$ cat src/shared/ib_map.svh
/*
  Bus constants for the instrument bus device port: address groups,
  command codes, buffer shape and handshake timing.
  Assumes a 50 ns logic clock; included by bare name.
*/
`ifndef IB_MAP_SVH
`define IB_MAP_SVH

// ------------------------------------------------------------
// Address groups and command codes (7-bit, top data line ignored)
// ------------------------------------------------------------
`define IB_LAG_BASE   7'h20
`define IB_TAG_BASE   7'h40
`define IB_SEC_GRP    7'h60
`define IB_GRP_MASK   7'h60
`define IB_CMD_UNL    7'h3f
`define IB_CMD_UNT    7'h5f
`define IB_CMD_GET    7'h08
`define IB_CMD_DCL    7'h14
`define IB_CMD_SDC    7'h04
`define IB_ADDR_MAX   5'h1e

// ------------------------------------------------------------
// Buffer shape and timing
// ------------------------------------------------------------
`define IB_FIFO_DEPTH 32
`define IB_FIFO_WIDTH 9
`define IB_CLK_NS     50
`define IB_SETTLE_NS  100
`define IB_SETTLE_CYC ((`IB_SETTLE_NS + `IB_CLK_NS - 1) / `IB_CLK_NS)

`endif

$ cat src/shared/ib_pkg.sv
/*
  Types shared by the instrument bus device port modules.
  Assumes nothing beyond a SystemVerilog compiler.
*/
`default_nettype none

package ib_pkg;

  // ------------------------------------------------------------
  // Carriers
  // ------------------------------------------------------------
  typedef struct packed {
    logic       last;
    logic [7:0] data;
  } ib_byte_t;

  // Handshake line levels, 1 = true (line pulled low)
  typedef struct packed {
    logic dav;
    logic nrfd;
    logic ndac;
  } hs_t;

  // ------------------------------------------------------------
  // State machines
  // ------------------------------------------------------------
  typedef enum logic [1:0] {ACC_IDLE, ACC_READY, ACC_HOLD} acc_state_t;
  typedef enum logic [1:0] {SRC_IDLE, SRC_SETTLE, SRC_VALID, SRC_RELEASE} src_state_t;

endpackage

`default_nettype wire

$ cat src/logic/ib_fifo.sv
/*
  Synchronous FIFO with valid/ready on both sides and a flush.
  Assumes one clock, synchronous active-high reset, DEPTH a power of two.
*/
`include "ib_map.svh"
`default_nettype none

module ib_fifo
  import ib_pkg::*;
#(
  parameter int WIDTH = `IB_FIFO_WIDTH,
  parameter int DEPTH = `IB_FIFO_DEPTH
) (
  input  wire logic             clk_i,
  input  wire logic             rst_i,
  input  wire logic             flush_i,
  input  wire logic [WIDTH-1:0] in_data_i,
  input  wire logic             in_valid_i,
  output logic                  in_ready_o,
  output logic      [WIDTH-1:0] out_data_o,
  output logic                  out_valid_o,
  input  wire logic             out_ready_i
);

  localparam int AW = $clog2(DEPTH);

  // ------------------------------------------------------------
  // Storage and pointers
  // ------------------------------------------------------------
  // Pointers wrap by overflow, hence the power-of-two depth
  logic [WIDTH-1:0] mem_r [DEPTH];
  logic [AW-1:0]    wr_r, wr_nxt, rd_r, rd_nxt;
  logic [AW:0]      cnt_r, cnt_nxt;
  logic             rdy_r, rdy_nxt;
  logic             push, pop;

  assign push        = in_valid_i && rdy_r;
  assign pop         = out_ready_i && (cnt_r != '0);
  assign in_ready_o  = rdy_r;
  assign out_valid_o = cnt_r != '0;
  assign out_data_o  = mem_r[rd_r];

  always_comb begin
    wr_nxt  = push ? wr_r + 1'b1 : wr_r;
    rd_nxt  = pop ? rd_r + 1'b1 : rd_r;
    cnt_nxt = cnt_r;
    if (push && !pop) begin
      cnt_nxt = cnt_r + 1'b1;
    end else if (pop && !push) begin
      cnt_nxt = cnt_r - 1'b1;
    end
    if (flush_i) begin
      wr_nxt  = '0;
      rd_nxt  = '0;
      cnt_nxt = '0;
    end
    // Ready is registered so the source sees an honest full flag
    rdy_nxt = cnt_nxt != (AW+1)'(DEPTH);
  end

  always_ff @(posedge clk_i) begin
    if (rst_i) begin
      wr_r  <= '0;
      rd_r  <= '0;
      cnt_r <= '0;
      rdy_r <= 1'b0;
    end else begin
      wr_r  <= wr_nxt;
      rd_r  <= rd_nxt;
      cnt_r <= cnt_nxt;
      rdy_r <= rdy_nxt;
    end
  end

  always_ff @(posedge clk_i) begin
    if (push) begin
      mem_r[wr_r] <= in_data_i;
    end
  end

endmodule

`default_nettype wire

$ cat src/logic/ib_source.sv
/*
  Source side of the three-wire byte handshake: places a byte, waits
  for all acceptors, marks it valid and pops it once accepted.
  Assumes line levels already converted to true/false.
*/
`include "ib_map.svh"
`default_nettype none

module ib_source
  import ib_pkg::*;
(
  input  wire logic       clk_i,
  input  wire logic       rst_i,
  input  wire logic       enable_i,
  input  wire hs_t        hs_i,
  input  wire ib_byte_t   fifo_data_i,
  input  wire logic       fifo_valid_i,
  output logic            fifo_pop_o,
  output logic            dav_oe_o,
  output logic            eoi_oe_o,
  output logic      [7:0] dio_oe_o
);

  src_state_t state_r, state_nxt;
  logic [1:0] cnt_r, cnt_nxt;
  logic       dav_r, dav_nxt, eoi_r, eoi_nxt;
  logic [7:0] dio_r, dio_nxt;

  assign dav_oe_o = dav_r;
  assign eoi_oe_o = eoi_r;
  assign dio_oe_o = dio_r;

  // ------------------------------------------------------------
  // Handshake sequence
  // ------------------------------------------------------------
  always_comb begin
    state_nxt  = state_r;
    cnt_nxt    = cnt_r;
    dav_nxt    = dav_r;
    eoi_nxt    = eoi_r;
    dio_nxt    = dio_r;
    fifo_pop_o = 1'b0;
    case (state_r)
      SRC_IDLE: begin
        if (enable_i && fifo_valid_i) begin
          dio_nxt   = fifo_data_i.data;
          eoi_nxt   = fifo_data_i.last;
          cnt_nxt   = 2'(`IB_SETTLE_CYC);
          state_nxt = SRC_SETTLE;
        end
      end
      SRC_SETTLE: begin
        // Data must settle before it is marked valid
        if (cnt_r != 2'h0) begin
          cnt_nxt = cnt_r - 1'b1;
        end else if (!hs_i.nrfd && hs_i.ndac) begin
          dav_nxt   = 1'b1;
          state_nxt = SRC_VALID;
        end
      end
      SRC_VALID: begin
        if (!hs_i.ndac) begin
          dav_nxt    = 1'b0;
          fifo_pop_o = 1'b1;
          state_nxt  = SRC_RELEASE;
        end
      end
      SRC_RELEASE: begin
        dio_nxt   = 8'h00;
        eoi_nxt   = 1'b0;
        state_nxt = SRC_IDLE;
      end
      default: begin
        state_nxt = SRC_IDLE;
      end
    endcase
    // Losing the talker role, or attention or interface clear going true, drops the lines at once;
    // an unaccepted byte stays queued for the next turn
    if (!enable_i) begin
      dav_nxt   = 1'b0;
      eoi_nxt   = 1'b0;
      dio_nxt   = 8'h00;
      state_nxt = SRC_IDLE;
    end
  end

  always_ff @(posedge clk_i) begin
    if (rst_i) begin
      state_r <= SRC_IDLE;
      cnt_r   <= 2'h0;
      dav_r   <= 1'b0;
      eoi_r   <= 1'b0;
      dio_r   <= 8'h00;
    end else begin
      state_r <= state_nxt;
      cnt_r   <= cnt_nxt;
      dav_r   <= dav_nxt;
      eoi_r   <= eoi_nxt;
      dio_r   <= dio_nxt;
    end
  end
endmodule

`default_nettype wire

$ cat src/logic/ib_device.sv
/*
  Device end of the instrument bus: address decode, command handling,
  acceptor and source handshakes, queued talker output.
  Assumes all bus inputs synchronous to REF_CLK_I; open-drain lines are
  resolved outside from the output enables.
*/
// Behaviour
// - Primary address 0 to 30 sets bus addresses; 31 disables addressing.
// - Listen address is primary address ORed with 20 hex.
// - Talk address is primary address ORed with 40 hex.
// - Bytes 60 to 7F hex under attention are secondary, never ours.
// - Only one talker at a time; listeners may be many.
// - As talker, send the queued data one byte per handshake.
// - Every bus line is true when low.
// - Eight shared data lines carry data, addresses and commands, low true.
// - Byte under attention is address or command, otherwise device data.
// - Interface clear returns talker and listener to idle.
// - Remote enable true puts the device in remote operation.
// - End line marks the last byte, both sent and received.
// - Service request line asserted when the device needs attention.
// - Source drives data valid; acceptors drive the two ready lines.
// - Source waits for ready-for-data and data-not-accepted before valid.
// - Acceptor lines settle promptly after attention becomes true.
// - Source marks valid; acceptor then holds off further data.
// - Acceptor releases not-accepted after taking the byte.
// - Unlisten command makes the device listener idle.
// - Untalk command makes the device talker idle.
// - Group execute trigger starts the trigger action.
// - Device clear, or selective clear while listener, restores defaults.
`include "ib_map.svh"
`default_nettype none

module ib_device
  import ib_pkg::*;
(
  input  wire logic       REF_CLK_I,
  input  wire logic       SYS_RST_I,
  input  wire logic [7:0] DIO_N_I,
  output logic      [7:0] DIO_N_O,
  output logic      [7:0] DIO_N_OE,
  input  wire logic       ATN_N_I,
  input  wire logic       IFC_N_I,
  input  wire logic       REN_N_I,
  input  wire logic       EOI_N_I,
  output logic            EOI_N_O,
  output logic            EOI_N_OE,
  output logic            SRQ_N_O,
  output logic            SRQ_N_OE,
  input  wire logic       DAV_N_I,
  output logic            DAV_N_O,
  output logic            DAV_N_OE,
  input  wire logic       NRFD_N_I,
  output logic            NRFD_N_O,
  output logic            NRFD_N_OE,
  input  wire logic       NDAC_N_I,
  output logic            NDAC_N_O,
  output logic            NDAC_N_OE,
  input  wire logic [4:0] PRIMARY_ADDR_I,
  input  wire logic [7:0] TX_DATA_I,
  input  wire logic       TX_LAST_I,
  input  wire logic       TX_VALID_I,
  output logic            TX_READY_O,
  output logic      [7:0] RX_DATA_O,
  output logic            RX_LAST_O,
  output logic            RX_VALID_O,
  input  wire logic       SERVICE_REQ_I,
  output logic            LISTEN_O,
  output logic            TALK_O,
  output logic            REMOTE_O,
  output logic            TRIGGER_O,
  output logic            DEV_CLEAR_O
);

  // ------------------------------------------------------------
  // Line levels, true when the wire is low
  // ------------------------------------------------------------
  logic       atn_t, ifc_t, ren_t, dav_t, addr_ok, participate;
  logic [6:0] my_lag, my_tag, cmd;
  hs_t        hs;

  assign atn_t   = ~ATN_N_I;
  assign ifc_t   = ~IFC_N_I;
  assign ren_t   = ~REN_N_I;
  assign dav_t   = ~DAV_N_I;
  assign hs      = '{dav: ~DAV_N_I, nrfd: ~NRFD_N_I, ndac: ~NDAC_N_I};
  // Address 31 would alias the unlisten and untalk codes
  assign addr_ok = PRIMARY_ADDR_I <= `IB_ADDR_MAX;
  assign my_lag  = `IB_LAG_BASE | {2'b00, PRIMARY_ADDR_I};
  assign my_tag  = `IB_TAG_BASE | {2'b00, PRIMARY_ADDR_I};

  // ------------------------------------------------------------
  // Acceptor handshake
  // ------------------------------------------------------------
  acc_state_t acc_r, acc_nxt;
  ib_byte_t   byte_r, byte_nxt;
  logic       batn_r, batn_nxt, take_r, take_nxt;
  logic       nrfd_r, nrfd_nxt, ndac_r, ndac_nxt;
  logic       listen_r, listen_nxt;

  // Every device takes part under attention; data only when listening
  assign participate = (atn_t || listen_r) && !ifc_t;

  always_comb begin
    acc_nxt  = acc_r;
    byte_nxt = byte_r;
    batn_nxt = batn_r;
    take_nxt = 1'b0;
    nrfd_nxt = nrfd_r;
    ndac_nxt = ndac_r;
    case (acc_r)
      ACC_IDLE: begin
        if (participate) begin
          ndac_nxt = 1'b1;
          nrfd_nxt = 1'b0;
          acc_nxt  = ACC_READY;
        end
      end
      ACC_READY: begin
        if (dav_t) begin
          byte_nxt = '{last: ~EOI_N_I, data: ~DIO_N_I};
          batn_nxt = atn_t;
          take_nxt = 1'b1;
          nrfd_nxt = 1'b1;
          acc_nxt  = ACC_HOLD;
        end
      end
      ACC_HOLD: begin
        if (ndac_r) begin
          ndac_nxt = 1'b0;
        end else if (!dav_t) begin
          ndac_nxt = 1'b1;
          nrfd_nxt = 1'b0;
          acc_nxt  = ACC_READY;
        end
      end
      default: begin
        acc_nxt = ACC_IDLE;
      end
    endcase
    // A device that is not taking part must not hold the lines
    if (!participate) begin
      nrfd_nxt = 1'b0;
      ndac_nxt = 1'b0;
      acc_nxt  = ACC_IDLE;
    end
  end

  always_ff @(posedge REF_CLK_I) begin
    if (SYS_RST_I) begin
      acc_r  <= ACC_IDLE;
      byte_r <= '0;
      batn_r <= 1'b0;
      take_r <= 1'b0;
      nrfd_r <= 1'b0;
      ndac_r <= 1'b0;
    end else begin
      acc_r  <= acc_nxt;
      byte_r <= byte_nxt;
      batn_r <= batn_nxt;
      take_r <= take_nxt;
      nrfd_r <= nrfd_nxt;
      ndac_r <= ndac_nxt;
    end
  end

  // ------------------------------------------------------------
  // Roles and command decode
  // ------------------------------------------------------------
  logic       talk_r, talk_nxt, remote_r, remote_nxt, srq_r, srq_nxt;
  logic       trig_r, trig_nxt, clr_r, clr_nxt, rxv_r, rxv_nxt;
  ib_byte_t   rx_r, rx_nxt;

  assign cmd = byte_r.data[6:0];

  always_comb begin
    listen_nxt = listen_r;
    talk_nxt   = talk_r;
    trig_nxt   = 1'b0;
    clr_nxt    = 1'b0;
    rxv_nxt    = 1'b0;
    rx_nxt     = rx_r;
    remote_nxt = ren_t;
    srq_nxt    = SERVICE_REQ_I;
    if (take_r && batn_r) begin
      if ((cmd & `IB_GRP_MASK) != `IB_SEC_GRP) begin
        if (addr_ok && cmd == my_lag) begin
          listen_nxt = 1'b1;
        end else if (cmd == `IB_CMD_UNL) begin
          listen_nxt = 1'b0;
        end
        if (addr_ok && cmd == my_tag) begin
          talk_nxt = 1'b1;
        end else if ((cmd & `IB_GRP_MASK) == `IB_TAG_BASE) begin
          talk_nxt = 1'b0;
        end
        if (cmd == `IB_CMD_GET) begin
          trig_nxt = 1'b1;
        end
        if (cmd == `IB_CMD_DCL || (cmd == `IB_CMD_SDC && listen_r)) begin
          clr_nxt = 1'b1;
        end
      end
    end else if (take_r && listen_r) begin
      rxv_nxt = 1'b1;
      rx_nxt  = byte_r;
    end
    if (ifc_t) begin
      listen_nxt = 1'b0;
      talk_nxt   = 1'b0;
    end
  end

  always_ff @(posedge REF_CLK_I) begin
    if (SYS_RST_I) begin
      listen_r <= 1'b0;
      talk_r   <= 1'b0;
      remote_r <= 1'b0;
      srq_r    <= 1'b0;
      trig_r   <= 1'b0;
      clr_r    <= 1'b0;
      rxv_r    <= 1'b0;
      rx_r     <= '0;
    end else begin
      listen_r <= listen_nxt;
      talk_r   <= talk_nxt;
      remote_r <= remote_nxt;
      srq_r    <= srq_nxt;
      trig_r   <= trig_nxt;
      clr_r    <= clr_nxt;
      rxv_r    <= rxv_nxt;
      rx_r     <= rx_nxt;
    end
  end

  // ------------------------------------------------------------
  // Talker path: queue then source handshake
  // ------------------------------------------------------------
  ib_byte_t q_data;
  logic     q_valid, q_pop, src_dav, src_eoi;
  logic [7:0] src_dio;

  // Device clear discards queued output, as at power-up
  ib_fifo #(.WIDTH(`IB_FIFO_WIDTH), .DEPTH(`IB_FIFO_DEPTH)) u_fifo (
    .clk_i       (REF_CLK_I),
    .rst_i       (SYS_RST_I),
    .flush_i     (clr_r),
    .in_data_i   ({TX_LAST_I, TX_DATA_I}),
    .in_valid_i  (TX_VALID_I),
    .in_ready_o  (TX_READY_O),
    .out_data_o  (q_data),
    .out_valid_o (q_valid),
    .out_ready_i (q_pop)
  );

  ib_source u_source (
    .clk_i        (REF_CLK_I),
    .rst_i        (SYS_RST_I),
    .enable_i     (talk_r && !atn_t && !ifc_t),
    .hs_i         (hs),
    .fifo_data_i  (q_data),
    .fifo_valid_i (q_valid),
    .fifo_pop_o   (q_pop),
    .dav_oe_o     (src_dav),
    .eoi_oe_o     (src_eoi),
    .dio_oe_o     (src_dio)
  );

  // ------------------------------------------------------------
  // Pins: open drain, so the driven level is always low
  // ------------------------------------------------------------
  logic [12:0] low_r;

  always_ff @(posedge REF_CLK_I) begin
    low_r <= 13'h0000;
  end

  assign DIO_N_O     = low_r[7:0];
  assign EOI_N_O     = low_r[8];
  assign SRQ_N_O     = low_r[9];
  assign DAV_N_O     = low_r[10];
  assign NRFD_N_O    = low_r[11];
  assign NDAC_N_O    = low_r[12];
  assign DIO_N_OE    = src_dio;
  assign EOI_N_OE    = src_eoi;
  assign DAV_N_OE    = src_dav;
  assign NRFD_N_OE   = nrfd_r;
  assign NDAC_N_OE   = ndac_r;
  assign SRQ_N_OE    = srq_r;
  assign RX_DATA_O   = rx_r.data;
  assign RX_LAST_O   = rx_r.last;
  assign RX_VALID_O  = rxv_r;
  assign LISTEN_O    = listen_r;
  assign TALK_O      = talk_r;
  assign REMOTE_O    = remote_r;
  assign TRIGGER_O   = trig_r;
  assign DEV_CLEAR_O = clr_r;
endmodule

`default_nettype wire

$ cat config.mk
export PLATFORM = sky130hd
export DESIGN_NAME = ib_device
export DESIGN_NICKNAME = d
export VERILOG_FILES = /design/src/shared/ib_pkg.sv /design/src/logic/ib_fifo.sv /design/src/logic/ib_source.sv /design/src/logic/ib_device.sv
export VERILOG_INCLUDE_DIRS = /design/src /design/src/shared
export SDC_FILE = /design/constraint.sdc
export NUM_CORES = 1
export LEC_CHECK = 0
export BUFFER_PORTS_ARGS = -buffer_cell sky130_fd_sc_hd__buf_4
export CORE_MARGIN = 2
export CORE_UTILIZATION = 46
export DETAILED_ROUTE_END_ITERATION = 12
export RECOVER_POWER = 25
export SLEW_MARGIN = 10
export SYNTH_ARGS = -nofsm -noshare
export SYNTH_HDL_FRONTEND = slang
export SYNTH_SLANG_ARGS = --single-unit
$ cat constraint.sdc
create_clock -name REF_CLK_I -period 2.3 [get_ports REF_CLK_I]
set_input_delay 0.23 -clock REF_CLK_I [delete_from_list [all_inputs] [get_ports REF_CLK_I]]
set_output_delay 0.23 -clock REF_CLK_I [all_outputs]
set_load 0.01 [all_outputs]
Word-level counts from Yosys, hierarchy flattened
Memories as Yosys holds them, arrays and structs flattened. A register that Yosys moved wholly into a read port is not among the register bits.
Index checks and enable logic that the tools add are counted.
Word-level totals
  memories: 1
  flip-flop bits (word level): 62
  output and inout bits: 42
  RAM bits: 288
  input port bits: 33
  logic and storage cells: 156
Memories
  u_fifo.mem_r: depth 32, width 9, read ports 1, clocked after Yosys merged registers in 1, write ports 1, line ib_fifo.sv:31  | logic [WIDTH-1:0] mem_r [DEPTH];
Cells by class
  magnitude comparators: 1
  add/subtract/negate cells: 5
  bitwise logic cells: 12
  eq/ne operators: 22
  reductions and logical operators: 46
  muxes and demuxes: 44
Operator list (number)
  1-bit two-way mux: 21
  2-bit two-way mux: 9
  6-bit two-way mux: 3
  8-bit one-hot mux with 2 select lines: 1
  1-bit logical AND: 14
  2-bit nonzero test: 7
  2-bit != test, second input constant: 6
  3-bit AND reduction: 4
  4-bit AND reduction: 3
  2-bit OR reduction: 6
  1-bit inverter: 11
  5-bit by 1-bit adder with 5-bit output, second input constant: 2
  5-bit two-way mux: 2
  2-bit equality test, second input constant: 4
  8-bit two-way mux: 1
  8-bit inverter: 1
  2-bit one-hot mux with 4 select lines: 1
  7-bit by 3-bit equality test with 1-bit output, second input constant: 1
  7-bit by 4-bit equality test with 1-bit output, second input constant: 1
  7-bit by 5-bit equality test with 1-bit output, second input constant: 1
  7-bit by 6-bit equality test with 1-bit output: 1
  7-bit by 6-bit equality test with 1-bit output, second input constant: 1
  7-bit equality test: 1
  6-bit by 1-bit adder with 6-bit output, second input constant: 1
  17 further kinds: 27

Depth between registers and ports, before layout
  depth after elaboration: 8
  mapped depth: 9
  depth with buffers taken out: 8

Cells and area by module
From an unflattened synthesis, not the netlist that was laid out.
Second synthesis, totals
  cell total of the unflattened synthesis: 805
  area, all modules: 14217.4 um^2
By module, submodules not included
  ib_fifo: instances 1, cells an instance 574, sequential area each 9088.7 um^2, area an instance 12135.4 um^2
  ib_device: instances 1, cells an instance 142, sequential area each 620.6 um^2, area an instance 1305.0 um^2
  ib_source: instances 1, cells an instance 89, sequential area each 280.3 um^2, area an instance 777.0 um^2

Least setup slack after synthesis
No wires, ideal clock.
  path type: register -> register
  start point: reg u_fifo.rdy_r (netlist: u_fifo.in_ready_o)
  end point: mem u_fifo.mem_r[23][0] in the netlist's numbering (enable)
  period minus slack after synthesis: 2.163 ns
  setup time: 0.389 ns
  stages on the path, launching flop included: 5
  arrival time: 1.774 ns
  path buffers: 1
  required time: 1.911 ns
  path slack: 0.137 ns
  path through: dfxtp_1 -> and2_1 -> buf_1 -> nand3_1 -> nor3b_1
On the way
  longest elaborated chain between the ends: 3
Ends and longest elaborated chain
  from (decl): line ib_fifo.sv:34  | logic rdy_r, rdy_nxt;
  from (signal assigned): line ib_fifo.sv:71  | rdy_r <= rdy_nxt;
  1-bit logical AND: line ib_fifo.sv:37  | assign push = in_valid_i && rdy_r;
  1-bit two-way mux: line ib_fifo.sv:76  | if (push) begin
  1-bit two-way mux (implied by the code): line ib_fifo.sv:77  | mem_r[wr_r] <= in_data_i;
  to (decl): line ib_fifo.sv:31
No other way between the ends.

==> results.toml <==
[status]
status = "finished, violations left"
violations = "capacitance limit, slew limit"

[drt]
drc_errors = 0
vias_per_cell = 5.57
totalWireLength_um = 30800
postRouteAntennaNets = 0
num_vias = 7758
initialDrtViolationCount = 615
first_pass_iters = 5
routedWlPerCell_um = 22.1

[cells_and_area]
finalCoreUtilization_pct = 54.8
fin_nets = 1013
syn2layout_area_growth_pct = 17.6
fin_area_um2 = 16700
antenna_cells = 0
drive_gt1_share_pct = 25.0
stdcell_count = 1392

[timing]
min_period_ps = 2170
relSlewSlack_pct = -17.2
skew_ps = 13.4
fin_setup_tns_ps = 0
setup_violations = 0
period_share_pct = 94.3
worst_slew_pin_slew_ps = 1760
slew_violations = 165
clock.fmax_ghz = 0.461
hold_viol = 0

[worst_setup_path]
crit_arrival_ps = 2560
worstPathMaxFanout = 24
crit_path_start_kind = "flip-flop"
worstPathRequired_ps = 2690
crit_type = "flip-flop to flip-flop"
critPathCaptureType = "flip-flop"
rrSetupSlack_ps = 130

[clock_network]
clockBufferDepth = 3
clkLatencyLatePin_ps = 520
cts_sinks = 355
cts_buffers = 39
ctsHtreeMaxLevel = 2
clockRootBuffer = "clkbuf_16"
clk_pin_slew_ps = 60
cts_tree = "done"
post_cts_buffers = 0

[die]
rows = 64
die_x_um = 180
die_area_um2 = 32200
ios = 75
start_util_pct = 46.6
dieHeight_um = 180
core_um2 = 30400

[synth]
synth_area_leader_cell = "edfxtp_1"
synth_top_cells_by_count = "edfxtp_1, nor2_1, mux4_2"
yosysMostFrequentCell = "edfxtp_1"
syn_inst = 839
synth_area_per_cell_um2 = 16.9
async_reset_ff_share_pct = 0
synth_area_um2 = 14200
ys_seq_elements = 355
synth_warnings = 0
ys_seq_area_share_pct = 70.5
synth-edff-count = 288
synth.area.top_cells = "edfxtp_1, mux4_2, dfxtp_1, nor2_1, mux2i_1"
synth_flop_cell = "edfxtp_1"
yosysUniqueCellTypes = 57
synth_top_area_share_pct = 61.0

[global_routing]
first_global_vias = 7681
grt_pass1_wl_um = 46900
gr-total-overflow = 0
grt_max_degree = 33
grt.total_usage_pct = 19.0
antenna_found_initial = 0

[worst_hold_path]
hold_path_class = "input pin to flip-flop"

[placement]
post-dp-hpwl_um = 19800
gp_congestion = 0.866
dp.cells = 1306
io_buffers = 61
placed_cell_area_um2 = 15300

[power_and_ir_drop]
vdd_ir_drop_max_mv = 0.452
power-per-cell-area_nw_per_um2 = 789
p_leak_uw = 0.00547
power_uw = 13100

[run]
maxCapViolations = 5
-- timing repair --
action | 4_1_cts | 5_1_grt
resized for setup | 0 | 2
endpoints found under the setup margin | 0 | 5
hold buffers | 15 | 0
endpoints found under the hold margin | 16 | 0
-- final timing paths --
| check | from | end | cells past startpoint |
|---|---|---|---|
| max | flip-flop | u_source.dio_oe_o[4] | 5 |
| min | SYS_RST_I | RX_DATA_O[6] | 2 |
| min reg2reg | u_source.dio_oe_o[3] | u_source.dio_oe_o[3] | 2 |
| max reg2reg | flip-flop | u_source.dio_oe_o[4] | 5 |
-- area by class of cell --
cell class / instances / area [um2]
well taps: 396 / 495
inverters: 14 / 52.6
fillers: 2450 / 13800
multi-input cells: 428 / 3880
clock inverters: 19 / 121
flip-flops and latches: 355 / 10000
clock buffers: 52 / 1080
repair buffers: 128 / 1050
-- routing by layer --
layer / global-route usage [%] / up-vias / wire, um
li1: - / 3522 / -
met1: 28.5 / 3929 / 14200
met2: 29.3 / 259 / 14100
met3: 3.36 / 48 / 2000
met4: 4.10 / 0 / 489
met5: 0 / - / 0
-- cell usage in the layout, fill, tap and decap left out, types with 3 or more instances in the layout --
master / netlist / routed
a41oi_1: 4 / 4
nor2b_1: 13 / 13
nor2_1: 95 / 95
edfxtp_1: 288 / 288
ha_1: 14 / 14
a311oi_1: 8 / 8
mux2_2: 6 / 6
inv_1: 14 / 14
clkbuf_16: 0 / 41
nand3_1: 8 / 8
o21a_1: 3 / 3
mux2i_1: 30 / 30
clkinv_2: 0 / 9
buf_12: 0 / 6
xnor2_1: 7 / 7
a2111oi_0: 4 / 4
nor3_1: 14 / 13
dlygate4sd3_1: 0 / 15
nand4_1: 5 / 5
mux4_2: 72 / 72
buf_4: 14 / 100
clkinv_1: 0 / 6
o22ai_1: 7 / 7
dfxtp_1: 67 / 64
xor2_1: 9 / 9
nor3b_1: 5 / 5
clkbuf_1: 21 / 17
a21oi_1: 9 / 9
o211ai_1: 6 / 6
conb_1: 1 / 13
nand3b_1: 4 / 4
nand2_1: 31 / 31
nand2b_1: 6 / 6
o21ai_0: 6 / 6
a211oi_1: 18 / 18
-- power by group --
part | internal (uW) | switching, uW
Combinational | 114 | 213
Sequential | 6970 | 24.7
Clock | 3410 | 2420
Total | 10500 | 2660
-- critical path: stages (launching register included) --
cell      delay, ps
dfxtp_4         440
buf_4           330
mux4_2          560
mux2_2          270
a211oi_1        360
nor3_1           90
-- state kept, by name, summed over array words and instances, names as in the netlist, 2 cells and up, named ones only --
name and cells:
acc_r 2, u_source.cnt_r 2, u_fifo.cnt_r 6, u_fifo.wr_r 5, u_source.dio_oe_o 8, u_fifo.mem_r 288
RX_DATA_O 8, u_fifo.rd_r 5, u_source.state_r 2, byte_r 9
-- logic make-up after synthesis --
family	count (synthesis)	share of synthesized area (%)
compound gates	81	4.16
xor+xnor	16	0.989
fa+ha+maj	14	1.24
buf+inv	68	2.59
flops	355	70.5
mux	108	14.0
other cells	1	0.0265
simple gates	196	6.48
-- metrics by stage --
stage	setup WS [ps]	hold WS, ps
after floorplan	137	297
after global placement	124	384
after detailed placement	129	385
after CTS	121	94.6
after global routing	-19.4	104
final	132	104
Note: power is estimated with default switching activity, not from simulation.
